<file path="src/include/pfm_defines.svh">
// offsets, bit positions, reset values and line indices of the pin function mux
`ifndef PFM_DEFINES_SVH
`define PFM_DEFINES_SVH

`define PFM_NUM_LINES    51
`define PFM_NUM_FUNCS    4
`define PFM_PA_LINES     32
`define PFM_PB_LINES     19

`define PFM_FN_STRIDE    12'h008
`define PFM_FN_HI_OFF    12'h004
`define PFM_OFF_OSC      12'h020
`define PFM_OFF_STATUS   12'h024

`define PFM_OSC_MAIN     0
`define PFM_OSC_SLOW     1
`define PFM_OSC_BITS     2
`define PFM_OSC_RST      2'h0
`define PFM_FN_RST       51'h0

`define PFM_ST_TEST      0
`define PFM_ST_DBG       1
`define PFM_ST_TWO_PIN   2
`define PFM_ST_DOUT      3

`define PFM_LN_TDI       0
`define PFM_LN_TDO       1
`define PFM_LN_TMS       2
`define PFM_LN_TCK       44
`define PFM_LN_DOUT      44
`define PFM_LN_XIN_MAIN  18
`define PFM_LN_XOUT_MAIN 19
`define PFM_LN_XIN_SLOW  11
`define PFM_LN_XOUT_SLOW 12

`endif

</file>
<file path="src/include/pfm_pkg.sv">
// types shared by the pin function mux
package pfm_pkg;
    typedef logic [50:0] pfm_lines_t;
    typedef logic [3:0]  pfm_fsel_t;
endpackage

</file>
<file path="src/hw/pfm_cell.sv">
// one line of the mux: priority pick among four functions, else gpio
`timescale 1ns/1ps
module pfm_cell (
    // enables and function drive
    input  wire pfm_pkg::pfm_fsel_t en,
    input  wire pfm_pkg::pfm_fsel_t fn_out,
    input  wire pfm_pkg::pfm_fsel_t fn_oe,
    // gpio controller drive
    input  wire logic               gpio_out,
    input  wire logic               gpio_oe,
    // result
    output      pfm_pkg::pfm_fsel_t sel,
    output      logic               line_out,
    output      logic               line_oe
);
    // last function listed wins
    assign sel[3] = en[3];
    assign sel[2] = en[2] & ~en[3];
    assign sel[1] = en[1] & ~(|en[3:2]);
    assign sel[0] = en[0] & ~(|en[3:1]);

    wire any_fn = |en;
    wire pick_o = |(sel & fn_out);
    wire pick_e = |(sel & fn_oe);

    assign line_out = any_fn ? pick_o : gpio_out;
    assign line_oe  = any_fn ? pick_e : gpio_oe;
endmodule // pfm_cell

</file>
<file path="src/hw/pfm_mux.sv">
// pin function mux top: apb registers, per-line muxing and pin overrides
//
// Implementation choices: the register offsets and the APB register port.
`timescale 1ns/1ps
`include "pfm_defines.svh"
module pfm_mux (
    // clock and reset
    input  wire logic              pclk,
    input  wire logic              presetn,
    // apb slave
    input  wire logic              psel,
    input  wire logic              penable,
    input  wire logic              pwrite,
    input  wire logic [11:0]       paddr,
    input  wire logic [31:0]       pwdata,
    output      logic [31:0]       prdata,
    output      logic              pready,
    output      logic              pslverr,
    // gpio controller
    input  wire pfm_pkg::pfm_lines_t gpio_out,
    input  wire pfm_pkg::pfm_lines_t gpio_oe,
    output      pfm_pkg::pfm_lines_t gpio_in,
    // peripheral functions a to d
    input  wire pfm_pkg::pfm_lines_t fn_a_out,
    input  wire pfm_pkg::pfm_lines_t fn_a_oe,
    output      pfm_pkg::pfm_lines_t fn_a_in,
    input  wire pfm_pkg::pfm_lines_t fn_b_out,
    input  wire pfm_pkg::pfm_lines_t fn_b_oe,
    output      pfm_pkg::pfm_lines_t fn_b_in,
    input  wire pfm_pkg::pfm_lines_t fn_c_out,
    input  wire pfm_pkg::pfm_lines_t fn_c_oe,
    output      pfm_pkg::pfm_lines_t fn_c_in,
    input  wire pfm_pkg::pfm_lines_t fn_d_out,
    input  wire pfm_pkg::pfm_lines_t fn_d_oe,
    output      pfm_pkg::pfm_lines_t fn_d_in,
    // test port
    input  wire logic              test_tdo,
    output      logic              test_port_en,
    output      logic              test_tdi,
    output      logic              test_tms,
    output      logic              test_tck,
    // debug link, single-pin or two-pin with pb12 output
    input  wire logic              dbg_link_en,
    input  wire logic              dbg_two_pin,
    input  wire logic              dbg_data_out,
    input  wire logic              dbg_data_oe,
    input  wire logic              debug_data_output,
    output      logic              dbg_data_in,
    // reset pad used as debug data
    input  wire logic              rst_pad_in,
    output      logic              rst_pad_out,
    output      logic              rst_pad_oe,
    // oscillators
    output      logic              main_crystal_en,
    output      logic              slow_crystal_en,
    // package pins
    input  wire pfm_pkg::pfm_lines_t pad_in,
    output      pfm_pkg::pfm_lines_t pad_out,
    output      pfm_pkg::pfm_lines_t pad_oe,
    output      pfm_pkg::pfm_lines_t pad_analog
);
    wire pfm_pkg::pfm_lines_t fn_en [0:3];
    logic [`PFM_OSC_BITS-1:0] osc_ctrl;
    logic                     cap_done;
    logic                     test_en;
    wire pfm_pkg::pfm_fsel_t  line_sel [0:50];
    wire pfm_pkg::pfm_lines_t cell_out;
    wire pfm_pkg::pfm_lines_t cell_oe;
    wire pfm_pkg::pfm_lines_t fn_any;

    // apb decode
    wire        setup    = psel & ~penable;
    wire        wr_go    = psel & penable & pwrite;
    wire        hit_osc  = (paddr == `PFM_OFF_OSC);
    wire        hit_stat = (paddr == `PFM_OFF_STATUS);
    wire [7:0]  hit_fn;
    wire [31:0] rd_fn  [0:7];
    wire [31:0] rd_acc [0:8];
    wire        dout_act = dbg_link_en & dbg_two_pin & ~test_en;

    assign rd_acc[0] = 32'h0;
    genvar f;
    generate
        for (f = 0; f < 4; f++) begin : g_fn
            wire [11:0] lo_addr = 12'(f) * `PFM_FN_STRIDE;
            pfm_pkg::pfm_lines_t en_r;
            assign hit_fn[2*f]   = (paddr == lo_addr);
            assign hit_fn[2*f+1] = (paddr == lo_addr + `PFM_FN_HI_OFF);
            assign rd_fn[2*f]    = fn_en[f][31:0];
            assign rd_fn[2*f+1]  = {13'h0, fn_en[f][50:32]};
            always_ff @(posedge pclk or negedge presetn) begin
                if (!presetn) begin
                    en_r <= `PFM_FN_RST;
                end else if (wr_go && hit_fn[2*f]) begin
                    en_r[31:0] <= pwdata;
                end else if (wr_go && hit_fn[2*f+1]) begin
                    en_r[50:32] <= pwdata[18:0];
                end
            end
            assign fn_en[f] = en_r;
        end
        for (f = 0; f < 8; f++) begin : g_rd
            assign rd_acc[f+1] = rd_acc[f] | (hit_fn[f] ? rd_fn[f] : 32'h0);
        end
    endgenerate

    wire [31:0] stat_val = {28'h0, dout_act, dbg_two_pin, dbg_link_en, test_en};
    wire [31:0] rd_data  = hit_osc  ? {30'h0, osc_ctrl} :
                           hit_stat ? stat_val : rd_acc[8];
    wire        mapped   = hit_osc | hit_stat | (|hit_fn);

    assign pready = psel & penable;

    always_ff @(posedge pclk or negedge presetn) begin
        if (!presetn) begin
            prdata  <= 32'h0;
            pslverr <= 1'b0;
        end else if (setup) begin
            prdata  <= pwrite ? 32'h0 : rd_data;
            pslverr <= ~mapped;
        end
    end

    always_ff @(posedge pclk or negedge presetn) begin
        if (!presetn) begin
            osc_ctrl <= `PFM_OSC_RST;
        end else if (wr_go && hit_osc) begin
            osc_ctrl <= pwdata[`PFM_OSC_BITS-1:0];
        end
    end

    // tck level sampled at the first edge after reset release
    always_ff @(posedge pclk or negedge presetn) begin
        if (!presetn) begin
            cap_done <= 1'b0;
            test_en  <= 1'b0;
        end else if (!cap_done) begin
            cap_done <= 1'b1;
            test_en  <= ~pad_in[`PFM_LN_TCK];
        end
    end

    // per-line function pick
    genvar i;
    generate
        for (i = 0; i < `PFM_NUM_LINES; i++) begin : g_line
            pfm_cell u_cell (
                .en       ({fn_en[3][i], fn_en[2][i], fn_en[1][i], fn_en[0][i]}),
                .fn_out   ({fn_d_out[i], fn_c_out[i], fn_b_out[i], fn_a_out[i]}),
                .fn_oe    ({fn_d_oe[i], fn_c_oe[i], fn_b_oe[i], fn_a_oe[i]}),
                .gpio_out (gpio_out[i]),
                .gpio_oe  (gpio_oe[i]),
                .sel      (line_sel[i]),
                .line_out (cell_out[i]),
                .line_oe  (cell_oe[i])
            );
            assign fn_any[i] = |line_sel[i];
        end
    endgenerate

    // override masks
    wire [50:0] one       = 51'h1;
    wire [50:0] test_mask = test_en ? ((one << `PFM_LN_TDI) | (one << `PFM_LN_TDO) |
                                       (one << `PFM_LN_TMS) | (one << `PFM_LN_TCK))
                                    : 51'h0;
    wire [50:0] dout_mask = dout_act ? (one << `PFM_LN_DOUT) : 51'h0;
    wire [50:0] osc_mask  = (osc_ctrl[`PFM_OSC_MAIN] ? ((one << `PFM_LN_XIN_MAIN) |
                             (one << `PFM_LN_XOUT_MAIN)) : 51'h0) |
                            (osc_ctrl[`PFM_OSC_SLOW] ? ((one << `PFM_LN_XIN_SLOW) |
                             (one << `PFM_LN_XOUT_SLOW)) : 51'h0);
    wire [50:0] ovr       = test_mask | dout_mask | osc_mask;
    wire [50:0] tdo_bit   = one << `PFM_LN_TDO;
    wire [50:0] dout_bit  = one << `PFM_LN_DOUT;

    // test port first, then debug output, then oscillators, then the cell
    wire [50:0] next_pad_out = test_en   ? ((cell_out & ~test_mask & ~osc_mask) |
                                            (test_tdo ? tdo_bit : 51'h0))
                                         : ((cell_out & ~ovr) |
                                            (debug_data_output ? dout_mask : 51'h0));
    wire [50:0] next_pad_oe  = (cell_oe & ~ovr) | (test_mask & tdo_bit) |
                               (dout_mask & dout_bit);
    wire [50:0] in_free      = pad_in & ~ovr;
    wire [50:0] next_gpio_in = pad_in;

    always_ff @(posedge pclk or negedge presetn) begin
        if (!presetn) begin
            pad_out    <= 51'h0;
            pad_oe     <= 51'h0;
            pad_analog <= 51'h0;
        end else begin
            pad_out    <= next_pad_out;
            pad_oe     <= next_pad_oe;
            pad_analog <= osc_mask;
        end
    end

    always_ff @(posedge pclk or negedge presetn) begin
        if (!presetn) begin
            gpio_in <= 51'h0;
            fn_a_in <= 51'h0;
            fn_b_in <= 51'h0;
            fn_c_in <= 51'h0;
            fn_d_in <= 51'h0;
        end else begin
            gpio_in <= next_gpio_in;
            fn_a_in <= in_free & fn_en[0];
            fn_b_in <= in_free & fn_en[1];
            fn_c_in <= in_free & fn_en[2];
            fn_d_in <= in_free & fn_en[3];
        end
    end

    // test port and debug data inputs idle high like a pulled-up pin; reset pad out and oe idle low
    always_ff @(posedge pclk or negedge presetn) begin
        if (!presetn) begin
            test_tdi    <= 1'b1;
            test_tms    <= 1'b1;
            test_tck    <= 1'b1;
            dbg_data_in <= 1'b1;
            rst_pad_out <= 1'b0;
            rst_pad_oe  <= 1'b0;
        end else begin
            test_tdi    <= test_en ? pad_in[`PFM_LN_TDI] : 1'b1;
            test_tms    <= test_en ? pad_in[`PFM_LN_TMS] : 1'b1;
            test_tck    <= test_en ? pad_in[`PFM_LN_TCK] : 1'b1;
            dbg_data_in <= dbg_link_en ? rst_pad_in : 1'b1;
            rst_pad_out <= dbg_link_en & dbg_data_out;
            rst_pad_oe  <= dbg_link_en & dbg_data_oe;
        end
    end

    assign test_port_en    = test_en;
    assign main_crystal_en = osc_ctrl[`PFM_OSC_MAIN];
    assign slow_crystal_en = osc_ctrl[`PFM_OSC_SLOW];
endmodule // pfm_mux

</file>
<file path="config.mk">
export PLATFORM = sky130hd
export DESIGN_NAME = pfm_mux
export DESIGN_NICKNAME = d
export VERILOG_FILES = /design/src/include/pfm_pkg.sv /design/src/hw/pfm_cell.sv /design/src/hw/pfm_mux.sv
export VERILOG_INCLUDE_DIRS = /design/src /design/src/include
export SDC_FILE = /design/constraint.sdc
export NUM_CORES = 1
export LEC_CHECK = 0
export ABC_AREA = 0
export BUFFER_PORTS_ARGS = -buffer_cell sky130_fd_sc_hd__buf_2
export CORE_AREA = 2 2 419 421
export CTS_BUF_LIST = sky130_fd_sc_hd__clkbuf_8 sky130_fd_sc_hd__clkbuf_16
export DETAILED_ROUTE_END_ITERATION = 16
export DIE_AREA = 0 0 421 423
export PLACE_DENSITY_LB_ADDON = 0.12
export SETUP_SLACK_MARGIN = 0.15
export SLEW_MARGIN = 20
export SYNTH_ARGS = -nofsm -noshare
export SYNTH_HDL_FRONTEND = slang
export SYNTH_SLANG_ARGS = --single-unit
</file>
<file path="constraint.sdc">
create_clock -name pclk -period 2.6 [get_ports pclk]
set_input_delay 0.39 -clock pclk [delete_from_list [all_inputs] [get_ports pclk]]
set_output_delay 0.39 -clock pclk [all_outputs]
set_load 0.05 [all_outputs]
</file>
=== Yosys cells after proc, flatten, opt, wreduce, memory -nomap -nowiden ===
Cells that the tools add are included.

* Register bits: 624
* Bits of input ports: 617
* Output and inout bits: 451
* Word-level logic and storage cells: 881

* Equality and inequality tests: 9
* Muxes and demuxes: 124
* Bitwise gates (word level): 451
* Reduce and logical (&&, ||, !) cells: 270

{| class="wikitable"
|+ Operators with widths
! operator !! count
|-
| 4-bit OR reduction || 153
|-
| 51-bit AND || 9
|-
| 4-bit AND || 102
|-
| 32-bit 2-to-1 mux || 7
|-
| 1-bit inverter || 161
|-
| 1-bit AND || 160
|-
| 3-bit OR reduction || 51
|-
| 45-bit 2-to-1 mux || 3
|-
| 32-bit by 19-bit OR with 32-bit output || 4
|-
| 1-bit 2-to-1 mux || 106
|-
| 45-bit inverter with 51-bit output || 2
|-
| 51-bit by 2-bit OR with 51-bit output || 2
|-
| 51-bit by 45-bit OR with 51-bit output || 2
|-
| 2-bit OR reduction || 51
|-
| 32-bit OR || 3
|-
| 19-bit 2-to-1 mux || 4
|-
| 51-bit 2-to-1 mux || 1
|-
| 20-bit inverter with 51-bit output || 1
|-
| 12-bit by 5-bit == test with 1-bit output (second input constant) || 4
|-
| 45-bit by 20-bit OR with 45-bit output || 1
|-
| 45-bit OR || 1
|-
| 12-bit by 4-bit == test with 1-bit output (second input constant) || 2
|-
| 12-bit by 6-bit == test with 1-bit output (second input constant) || 2
|-
| 20-bit 2-to-1 mux || 1
|-
| 9 further kinds || 21
|}

=== Logic depth before layout (Yosys ltp) ===
Gate-level depths: netlist (run 1).

* Word-level depth: 12
* Mapped depth: 8
* Depth with buffers taken out: 5

=== Cells and area by module ===
A second synthesis (run 1) with hierarchy kept.

* Cell total of the unflattened synthesis: 2578
* Area, all modules: 29539.6 µm²

{| class="wikitable"
|+ Modules (own cells, without submodules)
! module !! times used !! cells an instance !! area each (µm²) !! seq. area each (µm²)
|-
| pfm_mux || 1 || 1456 || 21882.2 || 15169.5
|-
| pfm_cell || 51 || 22 || 150.1 || 0.0
|}

=== Least setup slack after synthesis (run 1) ===
Ideal clock, no wire load.

* Path type: input port to flip-flop
* From: input paddr[1]
* To: register g_fn[2].en_r[40]
* Setup time: 125 ps
* Arrival: 2220 ps
* Required time: 2475 ps
* Setup slack: 255 ps
* Stages on the path: 6
* Path buffers: 1
* Cells stage by stage: or4_4 -> nor2_1 -> nand3_2 -> nor3_4 -> buf_4 -> mux2_2

* Cells in the longest elaborated chain, start to end: 4
* Elaborated cells on any way between the ends: 6

{| class="wikitable"
|+ RTL lines
! element !! line !! text
|-
| start: declaration || pfm_mux.sv:14 || <nowiki>input wire logic [11:0] paddr,</nowiki>
|-
| 12-bit by 5-bit == test with 1-bit output || pfm_mux.sv:87 || <nowiki>assign hit_fn[2*f] = (paddr == lo_addr);</nowiki>
|-
| 1-bit logical AND || pfm_mux.sv:94 || <nowiki>end else if (wr_go && hit_fn[2*f]) begin</nowiki>
|-
| 1-bit inverter (no source line) || n/a ||
|-
| 2-bit AND reduction (no source line) * || n/a ||
|-
| end signal: assignment || pfm_mux.sv:93 || <nowiki>en_r <= `PFM_FN_RST;</nowiki>
|-
| end signal: assignment || pfm_mux.sv:97 || <nowiki>en_r[50:32] <= pwdata[18:0];</nowiki>
|-
| end: declaration || pfm_mux.sv:86 || <nowiki>pfm_pkg::pfm_lines_t en_r;</nowiki>
|}

Mark *: on every way between the ends. The rest lies on a longest branch, timed or not.
A chain may end at the register's enable or synchronous reset.

=== Worst setup path in the final report (run 1) ===
* From: register g_fn[2].en_r[45]
* To: register pad_out[45]

* Cells in the longest elaborated chain, start to end: 10
* Elaborated cells on any way between the ends: 17

{| class="wikitable"
|+ RTL lines
! element !! line !! text
|-
| 3-bit OR reduction or 2-bit OR reduction (tied branches) || pfm_cell.sv:20, pfm_cell.sv:19 ||
|-
| 1-bit inverter, on equally long branches || pfm_cell.sv:20, pfm_cell.sv:19 ||
|-
| 1-bit AND, on equally long branches || pfm_cell.sv:20, pfm_cell.sv:19 ||
|-
| 4-bit AND || pfm_cell.sv:23 || <nowiki>wire pick_o = |(sel & fn_out);</nowiki>
|-
| 4-bit OR reduction || pfm_cell.sv:23 ||
|-
| 1-bit 2-to-1 mux * || pfm_cell.sv:26 || <nowiki>assign line_out = any_fn ? pick_o : gpio_out;</nowiki>
|-
| net g_line[45].u_cell.line_out || pfm_cell.sv:13 || <nowiki>output logic line_out,</nowiki>
|-
| 51-bit AND (2 in a row) || pfm_mux.sv:176 || <nowiki>wire [50:0] next_pad_out = test_en ? ((cell_out & ~test_mask & ~osc_mask) |</nowiki>
|-
| 51-bit by 2-bit OR with 51-bit output || pfm_mux.sv:176 ||
|-
| 51-bit 2-to-1 mux * || pfm_mux.sv:176 ||
|-
| end signal: assignment || pfm_mux.sv:191 || <nowiki>pad_out <= next_pad_out;</nowiki>
|-
| end: declaration || pfm_mux.sv:58 || <nowiki>output pfm_pkg::pfm_lines_t pad_out,</nowiki>
|}

The timed path passes the listed nets; every way through them passes the cells marked *.

==> results of run 1 <==
## flip-flops by register name, indices dropped and copies added, names as in the netlist, 2 cells and up
register and cells:
pad_analog 2, fn_c_in 51, prdata 32, gpio_in 51, fn_b_in 51, g_fn.en_r 204
osc_ctrl 2, fn_d_in 51, pad_out 51, fn_a_in 51, pad_oe 51
## routing by layer
metal / global-route usage, % / part of all wire [%] / vias up
li1: - / - / 10361
met1: 18.5 / 40 / 11249
met2: 28.4 / 52 / 721
met3: 3.03 / 4.6 / 184
met4: 5.62 / 3.2 / 6
met5: 0 / 0.029 / -
## cell families after synthesis
logic type             synth area share [%]
AO/OA/AOI/OAI                          8.90
AND/OR/NAND/NOR                        12.6
multiplexers                           17.2
flip-flops                             58.5
other                                0.0290
buffers and inverters                  2.78
## area by class of cell
cell class                 instances  area [um^2]  share of cell area, %
clock buffer                     100         2330                   5.78
multi-input combinational       1430        10300                   25.5
antenna                           21         52.6                  0.130
timing repair buffer            1395         9030                   22.4
sequential                       606        15200                   37.6
tap                             2325         2910                   7.21
clock inverter                    53          468                   1.16
inverter                          25         93.8                  0.233
## cell usage after synthesis (4+ instances only)
library cell / instances
nand2_1: 179
nor3_2: 5
a21oi_1: 61
mux2_4: 20
inv_1: 24
nand3_1: 8
clkbuf_1: 25
or3_1: 5
buf_4: 54
nand2b_1: 25
buf_2: 18
o21ai_1: 4
a32oi_1: 9
dfrtp_1: 602
nor2b_1: 28
nor3_1: 35
nand4_1: 5
nor2_1: 51
mux2i_1: 176
a221oi_1: 27
a22o_1: 4
mux2_2: 198
nor4_1: 9
nand3b_1: 13
dfstp_2: 4
buf_1: 4
nor3b_1: 12
a22oi_1: 33
o21ai_0: 165
o22ai_1: 12
and2_1: 208
mux2_1: 6
o31ai_1: 10
a31oi_1: 6
a211oi_1: 19
mux4_2: 4
## timing repair
action	in CTS	in global routing
endpoints found under the setup margin	2	2
resized for setup	2	2
endpoints found under the hold margin	419	0
hold buffers	258	0
## power by group
group          switching [mW]  leakage, nW  internal [mW]  total (mW)
clock                    4.82         1.48           6.97        11.8
sequential             0.0501         8.10           9.58        9.63
combinational            1.62         9.94          0.910        2.53
total                    6.48         19.5           17.5        23.9
## worst max-delay path by stage
| stage | start | end | slack [ns] |
|---|---|---|---|
| after detailed placement | paddr[1] | prdata[11] | -0.59 |
| after global routing | g_fn[1].en_r[45] | pad_out[45] | 0.15 |
| after global placement | paddr[1] | prdata[11] | -0.65 |
| after floorplan | paddr[1] | g_fn[2].en_r[40] | 0.26 |
| after CTS | g_fn[2].en_r[45] | pad_out[45] | 0.21 |
| final | g_fn[2].en_r[45] | pad_out[45] | 0.29 |
## per-stage QoR
step                      TNS [ns]  utilization (%)  hold WS, ns
after floorplan                  0                -       0.0944
after global placement      -32.27             20.1        0.435
final                            0             23.3       0.0506
after global routing             0             23.3       0.0370
after CTS                        0             23.3      0.00230
after detailed placement    -30.12             20.1        0.437
## critical path, stage by stage, from the launching register on
cell,delay (ns)
dfrtp_1,0.57
nor4_2,0.38
a22oi_1,0.11
dlygate4sd3_1,0.57
o21ai_0,0.06
dlygate4sd3_1,0.56
==> flow_summary.ini, run 1 <==
[route]
drcViolationCount = 0
vias = 22521
wl_per_cell_um = 24.2
drt_iter0_markers = 986
avgViaCountPerCell = 3.78
wirelength_um = 144000
final_antenna_net_count = 0
first_pass_iters = 5

[global_route]
grtUsageTotal_pct = 15.8
grt_pass1_wl_um = 197000
grt_max_degree = 64
grt_remaining_overflow = 0
antenna_found_initial = 38
grt_pass1_vias = 23994

[synth]
seq_area_frac_synth_pct = 58.5
synthArstFlopShare_pct = 100
yosys.area.top_type = dfrtp_1
syn-instance-count = 2118
synthFlopType = dfrtp_1
synth_area_mm2 = 0.0259
yosys_warnings = 0
ys_ff_latch = 606
synth_cell_type_count = 64
syn_area_per_cell_um2 = 12.2
synth_top_area_share_pct = 58.1
synth_area_leaders = dfrtp_1 58%, mux2_2 8.6%, mux2i_1 6.8%, and2_1 5.0%, o21ai_0 3.2%
synth_edf_count = 0

[timing]
min_period_ns = 2.31
rsz0062_at_grt = false
tightest_slew_ns = 0.681
hold_viol = 0
max_freq_ghz = 0.432
drv_slew = 0
fin_ws_ns = 0.288
relSlewSlack_pct = 54.6
fin_skew_ns = 0.0249
layout_worst_path_cycle_share_pct = 88.9
finalSetupViolCount = 0

[pwr]
p_per_area_mw_per_mm2 = 593
max-vdd-ir-drop_mv = 0.394
p_leak_nw = 19.5
power_mw = 23.9

[setup_path]
r2r_slack_ns = 0.29
critical_path_class = flop to flop
reg2regPathDepth = 5
rr_startpoint = g_fn[2].en_r[45]
worstPathRequired_ns = 3.22
crit_fanout = 8
cp-start-kind = flop
cp.arrival_ns = 2.93
endpoint_kind = flop
rr_endpoint = pad_out[45]

[clocking]
post_cts.repair.setup_buffers = 0
cts_tree = done
clk_pin_slew_worst_paths_ns = 0.06
clkLatencyLatePin_ns = 0.69
clk_path_buf_depth = 3
clock-sinks = 606
cts_max_level = 3
cts_buffers = 84
root_buffer = clkbuf_16

[min_path]
hold_path.startpoint = fn_c_oe[6]
hold_end = pad_oe[6]
holdPathStages = 3
hold_path.class = input port to flop

[layout]
drive_above_1_share_pct = 42.0
finalInstanceArea_mm2 = 0.0404
final_common_cell = buf_2
final_cell_mix = 1017 x buf_2, 601 x dfrtp_1, 258 x dlygate4sd3_1
finalNetCount = 4159
areaGrowthSynthToFinish_pct = 55.7
fillCellCount = 18928
finalNonFillerCells = 5955

[die]
ios = 1068
start_util_pct = 15.0
fp.dieW_um = 421
die_area_mm2 = 0.178
rows = 153
die_y_um = 423
core_mm2 = 0.173

[placement]
dpl.cell_count = 5523
gp_congestion = 0.823
placed_area_mm2 = 0.0349
io_buffers = 1020
pre_cts_ws_ns = -0.593
place_hpwl_um = 114000

[job]
max_cap_viol_count = 0

[outcome]
status = complete, no violations
Power figures use the tool's default switching activity.
==> run 2: changes to the inputs <==
--- a/config.mk
+++ b/config.mk
@@ -8,10 +8,10 @@
 export LEC_CHECK = 0
 export ABC_AREA = 0
 export BUFFER_PORTS_ARGS = -buffer_cell sky130_fd_sc_hd__buf_2
-export CORE_AREA = 2 2 419 421
+export CORE_AREA = 2 2 417 419
 export CTS_BUF_LIST = sky130_fd_sc_hd__clkbuf_8 sky130_fd_sc_hd__clkbuf_16
 export DETAILED_ROUTE_END_ITERATION = 16
-export DIE_AREA = 0 0 421 423
+export DIE_AREA = 0 0 419 421
 export PLACE_DENSITY_LB_ADDON = 0.12
 export SETUP_SLACK_MARGIN = 0.15
 export SLEW_MARGIN = 20
==> constraint.sdc (replaced) <==
create_clock -name pclk -period 1.99 [get_ports pclk]
set_input_delay 0.2985 -clock pclk [delete_from_list [all_inputs] [get_ports pclk]]
set_output_delay 0.2985 -clock pclk [all_outputs]
set_load 0.05 [all_outputs]
==> run 2 against run 1 <==
  * Clock power grew 33%
  * Clock-buffer cell count shrank 1
  * Non-clock buffer count grew 144
  * Wire length shrank 0.43%
  * Largest power group unchanged
  * Setup slack lost 0.076 ns
  * Die area shrank 0.95%
  * Clock skew grew 0.016 ns
  * Sequential power grew 31%
  * Core utilization grew 1.0 points
  * Via count grew 1.5%
  * Combinational power grew 38%
==> flow_summary.ini, run 2 (synthesized netlist as in run 1, its figures left out) <==
[setup_path]
slowest_stage = dlygate4sd3_1
cp-start-kind = flop
critical_path_class = flop to flop
endpoint_kind = flop
critPathMaxStageDelay_ns = 0.59
cp_num_buf_inv = 1
cp.arrival_ns = 2.40
worstPathRequired_ns = 2.62
critPathTopFamily = buffers and inverters
crit_fanout = 8
path_cells = nor2b_1, nor3_1, a211oi_1, a221oi_1, dlygate4sd3_1

[timing]
max_freq_ghz = 0.562
min_period_ns = 1.78
fin_skew_ns = 0.0413
fin_ws_ns = 0.212
finalSetupViolCount = 0
setup_tns_ns = 0
tightest_slew_ns = 0.691
rsz0062_at_grt = false
layout_worst_path_cycle_share_pct = 89.4
drv_slew = 0
hold_viol = 0
relSlewSlack_pct = 53.9

[job]
max_cap_viol_count = 0

[route]
wirelength_um = 143000
vias = 22857
final_antenna_net_count = 0
drt_iter0_markers = 927
drcViolationCount = 0
wl_per_cell_um = 23.5
first_pass_iters = 5
avgViaCountPerCell = 3.76

[global_route]
grt_pass1_wl_um = 197000
grt_max_degree = 66
antenna_found_initial = 14
grtUsageTotal_pct = 15.9
grt_remaining_overflow = 0
grt_pass1_vias = 24545

[layout]
final_cell_mix = 1001 x buf_2, 567 x dfrtp_1, 333 x dlygate4sd3_1
areaGrowthSynthToFinish_pct = 61.7
top_register = g_fn.en_r
final_common_cell = buf_2
finalNetCount = 4304
fillCellCount = 18740
largest_reg_flops = 204
drive_above_1_share_pct = 43.7

[pwr]
max-vdd-ir-drop_mv = 0.579
p_leak_nw = 20.2
p_per_area_mw_per_mm2 = 758

[clocking]
clk_path_buf_depth = 3
clkLatencyLatePin_ns = 0.72
root_buffer = clkbuf_16
clock-sinks = 606
clk_pin_slew_worst_paths_ns = 0.05
cts_tree = done
cts_buffers = 85
cts_max_level = 3

[placement]
pre_cts_ws_ns = -0.585
place_hpwl_um = 113000
io_buffers = 1020
gp_congestion = 0.819

[die]
start_util_pct = 15.0
die_y_um = 421
core_mm2 = 0.172
ios = 1068
rows = 153
die_area_mm2 = 0.176
fp.dieW_um = 419

[min_path]
hold_path.class = input port to flop

[outcome]
status = complete, no violations
[run 2: cell types whose count changed in the layout (fill, tap and decap cells not counted), sizes merged, moves of 5 or more]
| cell | before | now |
|---|---|---|
| buf | 1137 | 1206 |
| diode | 21 | 12 |
| dlygate4sd3 | 258 | 333 |
| inv | 56 | 51 |
[run 2: routing by layer]
metal	track usage [%]	wire, um	up-vias
met5	0	29	-
met4	5.84	4600	4
met3	3.36	7420	172
met2	29.2	75300	710
met1	17.9	55900	11337
li1	-	-	10634
[run 2: timing repair]
| item | 4_1_cts | 5_1_grt |
|---|---|---|
| endpoints found under the hold margin | 915 | 2 |
| setup endpoints to repair | 18 | 45 |
| resized for setup | 25 | 47 |
| buffers inserted | 2 | 3 |
| hold buffers | 333 | 2 |
| pin swaps | 0 | 5 |
[run 2: area by class of cell]
| cell class | instances | area, um^2 | area share [%] |
|---|---|---|---|
| sequential | 606 | 15200 | 36.3 |
| clock buffer | 99 | 2320 | 5.54 |
| clock inverter | 50 | 499 | 1.19 |
| tap | 2325 | 2910 | 6.94 |
| multi-input combinational | 1430 | 10500 | 25.0 |
| inverter | 25 | 93.8 | 0.224 |
| timing repair buffer | 1539 | 10400 | 24.7 |
| antenna | 12 | 30.0 | 0.0717 |
[run 2: where the power goes]
| group | total [mW] | switching, mW | internal [mW] | leakage, nW |
|---|---|---|---|---|
| Sequential | 12.6 | 0.0636 | 12.5 | 8.04 |
| Clock | 15.7 | 6.38 | 9.33 | 1.46 |
| Combinational | 3.48 | 2.15 | 1.33 | 10.7 |
| Total | 31.8 | 8.60 | 23.2 | 20.2 |
[run 2: worst min-delay path: stages]
cell      delay (ns)
buf_2           0.08
a211oi_1        0.07
a221oi_1        0.22
[run 2: per-stage QoR]
step | util, % | hold slack, ns | cells | cell area (um^2) | total power, mW
detailed placement | 20.6 | 0.145 | 5587 | 35500 | 15.8
floorplan | - | 0.00291 | 2164 | 26300 | 14.1
global route | 24.3 | 0.0285 | 6079 | 41900 | 33.2
finish | 24.3 | 0.0452 | 6086 | 41900 | 31.8
CTS | 24.2 | 0.000242 | 6071 | 41700 | 32.6
global placement | 20.6 | 0.144 | 5587 | 35500 | 15.8
[run 2: path summary, 6_finish.rpt]
check                                 startpoint           end  slack [ns]  cells after the start
worst min register to register          cap_done  test_port_en        0.45                      1
worst min-delay path                 fn_c_oe[27]    pad_oe[27]        0.05                      3
worst max-delay path            g_fn[1].en_r[34]    pad_oe[34]        0.21                      5
min in group asynchronous                presetn    pad_oe[19]        0.25                      3
worst max register to register  g_fn[1].en_r[34]    pad_oe[34]        0.21                      5
max in group asynchronous                presetn   fn_b_in[42]        0.73                      3
==> run 3: changes to the inputs <==
==> constraint.sdc (replaced) <==
create_clock -name pclk -period 1.99 [get_ports pclk]
set_input_delay 0.2985 -clock pclk [delete_from_list [all_inputs] [get_ports pclk]]
set_output_delay 0.2985 -clock pclk [all_outputs]
set_load 0.005 [all_outputs]
==> run 3 against run 2 <==
  * Total power fell by 4.5%
  * Hold slack got worse by 0.025 ns
  * Global-route usage fell by 0.37 points
  * Non-clock buffer count fell by 4
  * Critical path depth fell by 2
  * Largest power group unchanged
==> flow_summary.ini, run 3 (synthesized netlist as in run 1, its figures left out) <==
[global_route]
grt_remaining_overflow = 0
antenna_found_initial = 8
grt_max_degree = 57
grt_pass1_wl_um = 193000
grtUsageTotal_pct = 15.5
grt_pass1_vias = 24335

[layout]
final_cell_mix = 1016 x buf_2, 580 x dfrtp_1, 326 x dlygate4sd3_1
final_common_cell = buf_2
fillCellCount = 18736
finalNetCount = 4300
finalInstanceArea_mm2 = 0.0418
top_register = g_fn.en_r
largest_reg_flops = 204
areaGrowthSynthToFinish_pct = 61.2
finalNonFillerCells = 6081
postLayoutCoreUtil_pct = 24.2
drive_above_1_share_pct = 43.4

[route]
final_antenna_net_count = 0
avgViaCountPerCell = 3.75
drcViolationCount = 0
vias = 22820
wl_per_cell_um = 23.1
wirelength_um = 140000
drt_iter0_markers = 923
first_pass_iters = 5

[setup_path]
crit_top_cell = buf_6
crit_fanout = 3
critical_path_class = flop to output port
endpoint_kind = output port
worstPathRequired_ns = 1.69
path_cells = buf_12, buf_6, buf_6
reg2regPathDepth = 5
cp.arrival_ns = 1.50
slowest_stage = dfrtp_2
cp-start-kind = flop
critPathMaxStageDelay_ns = 0.44

[timing]
hold_viol = 0
max_freq_ghz = 0.555
tightest_slew_ns = 0.580
min_period_ns = 1.80
relSlewSlack_pct = 61.4
layout_worst_path_cycle_share_pct = 90.5
fin_skew_ns = 0.0223
hold_ws_ns = 0.0204
drv_slew = 0
finalSetupViolCount = 0
rsz0062_at_grt = true

[clocking]
clk_path_buf_depth = 3
cts_max_level = 3
clkLatencyLatePin_ns = 0.68
clock-sinks = 606
root_buffer = clkbuf_16
clk_pin_slew_worst_paths_ns = 0.05
cts_tree = done
cts_buffers = 85

[placement]
io_buffers = 1020
dpl.cell_count = 5593
gp_congestion = 0.821
place_hpwl_um = 111000
placed_area_mm2 = 0.0356

[outcome]
status = complete, no violations

[die]
fp.dieW_um = 419
ios = 1068
start_util_pct = 15.0
rows = 153
die_area_mm2 = 0.176
core_mm2 = 0.172
die_y_um = 421

[pwr]
p_leak_nw = 20.2
power_mw = 30.3
p_per_area_mw_per_mm2 = 726
max-vdd-ir-drop_mv = 0.512

[min_path]
holdPathStages = 3
hold_path.class = input port to flop

[job]
max_cap_viol_count = 0
==> run 3: cell count changes in the layout (fill, tap and decap cells not counted), moves of 6 or more <==
| cell | change |
|---|---|
| dlygate4sd3_1 | -7 |
| dfrtp_1 | +13 |
| diode_2 | -6 |
| bufinv_16 | -6 |
| buf_4 | -18 |
| dfrtp_2 | -13 |
| buf_2 | +15 |
==> run 3: final timing paths <==
path                             startpoint  slack (ns)                to
max                             osc_ctrl[0]        0.19   main_crystal_en
min                             fn_c_oe[45]        0.02        pad_oe[45]
max reg2reg                g_fn[0].en_r[30]        0.24       pad_out[30]
min reg2reg                        cap_done        0.45      test_port_en
max in group asynchronous           presetn        1.01  g_fn[0].en_r[45]
min in group asynchronous           presetn        0.09        pad_oe[42]
==> run 3: timing repair <==
item / in CTS / in global routing
endpoints found under the hold margin: 792 / 1
hold buffers: 326 / 1
pin swaps: 0 / 2
setup endpoints to repair: 2 / 36
setup buffers: 1 / 1
gates resized for setup: 4 / 36
==> run 3: metal layers <==
metal	track usage (%)	wire [um]	vias up
met3	3.05	7490	141
met5	0	10	-
li1	-	-	10616
met1	17.6	54800	11352
met2	29.3	75200	709
met4	3.95	2850	2
==> run 3: through the flow <==
| step | worst slack [ns] | setup TNS (ns) |
|---|---|---|
| 2_1_floorplan | -0.236 | -14.06 |
| 3_3_place_gp | -0.525 | -88.38 |
| 3_5_place_dp | -0.541 | -90.65 |
| 4_1_cts | 0.0600 | 0 |
| 5_1_grt | 0.111 | 0 |
| 6_report | 0.189 | 0 |
==> run 3: critical path, delay by kind of cell (launching register included) <==
kind     cells  cell delay, ns
buf+inv      3            0.37
flops        1            0.44
==> run 3: final cells by class <==
type | count | area, um^2 | area share, %
diodes | 6 | 15.0 | 0.0359
clock buffers | 105 | 2410 | 5.78
clock inverters | 49 | 343 | 0.821
inverters | 25 | 93.8 | 0.225
multi-input cells | 1430 | 10500 | 25.1
flip-flops and latches | 606 | 15200 | 36.4
well taps | 2325 | 2910 | 6.96
repair buffers | 1535 | 10300 | 24.7
==> run 3: power by group <==
part	internal, mW	switching [mW]	leakage [nW]
logic	1.31	1.33	10.6
clock network	8.84	6.29	1.45
registers	12.5	0.0609	8.06
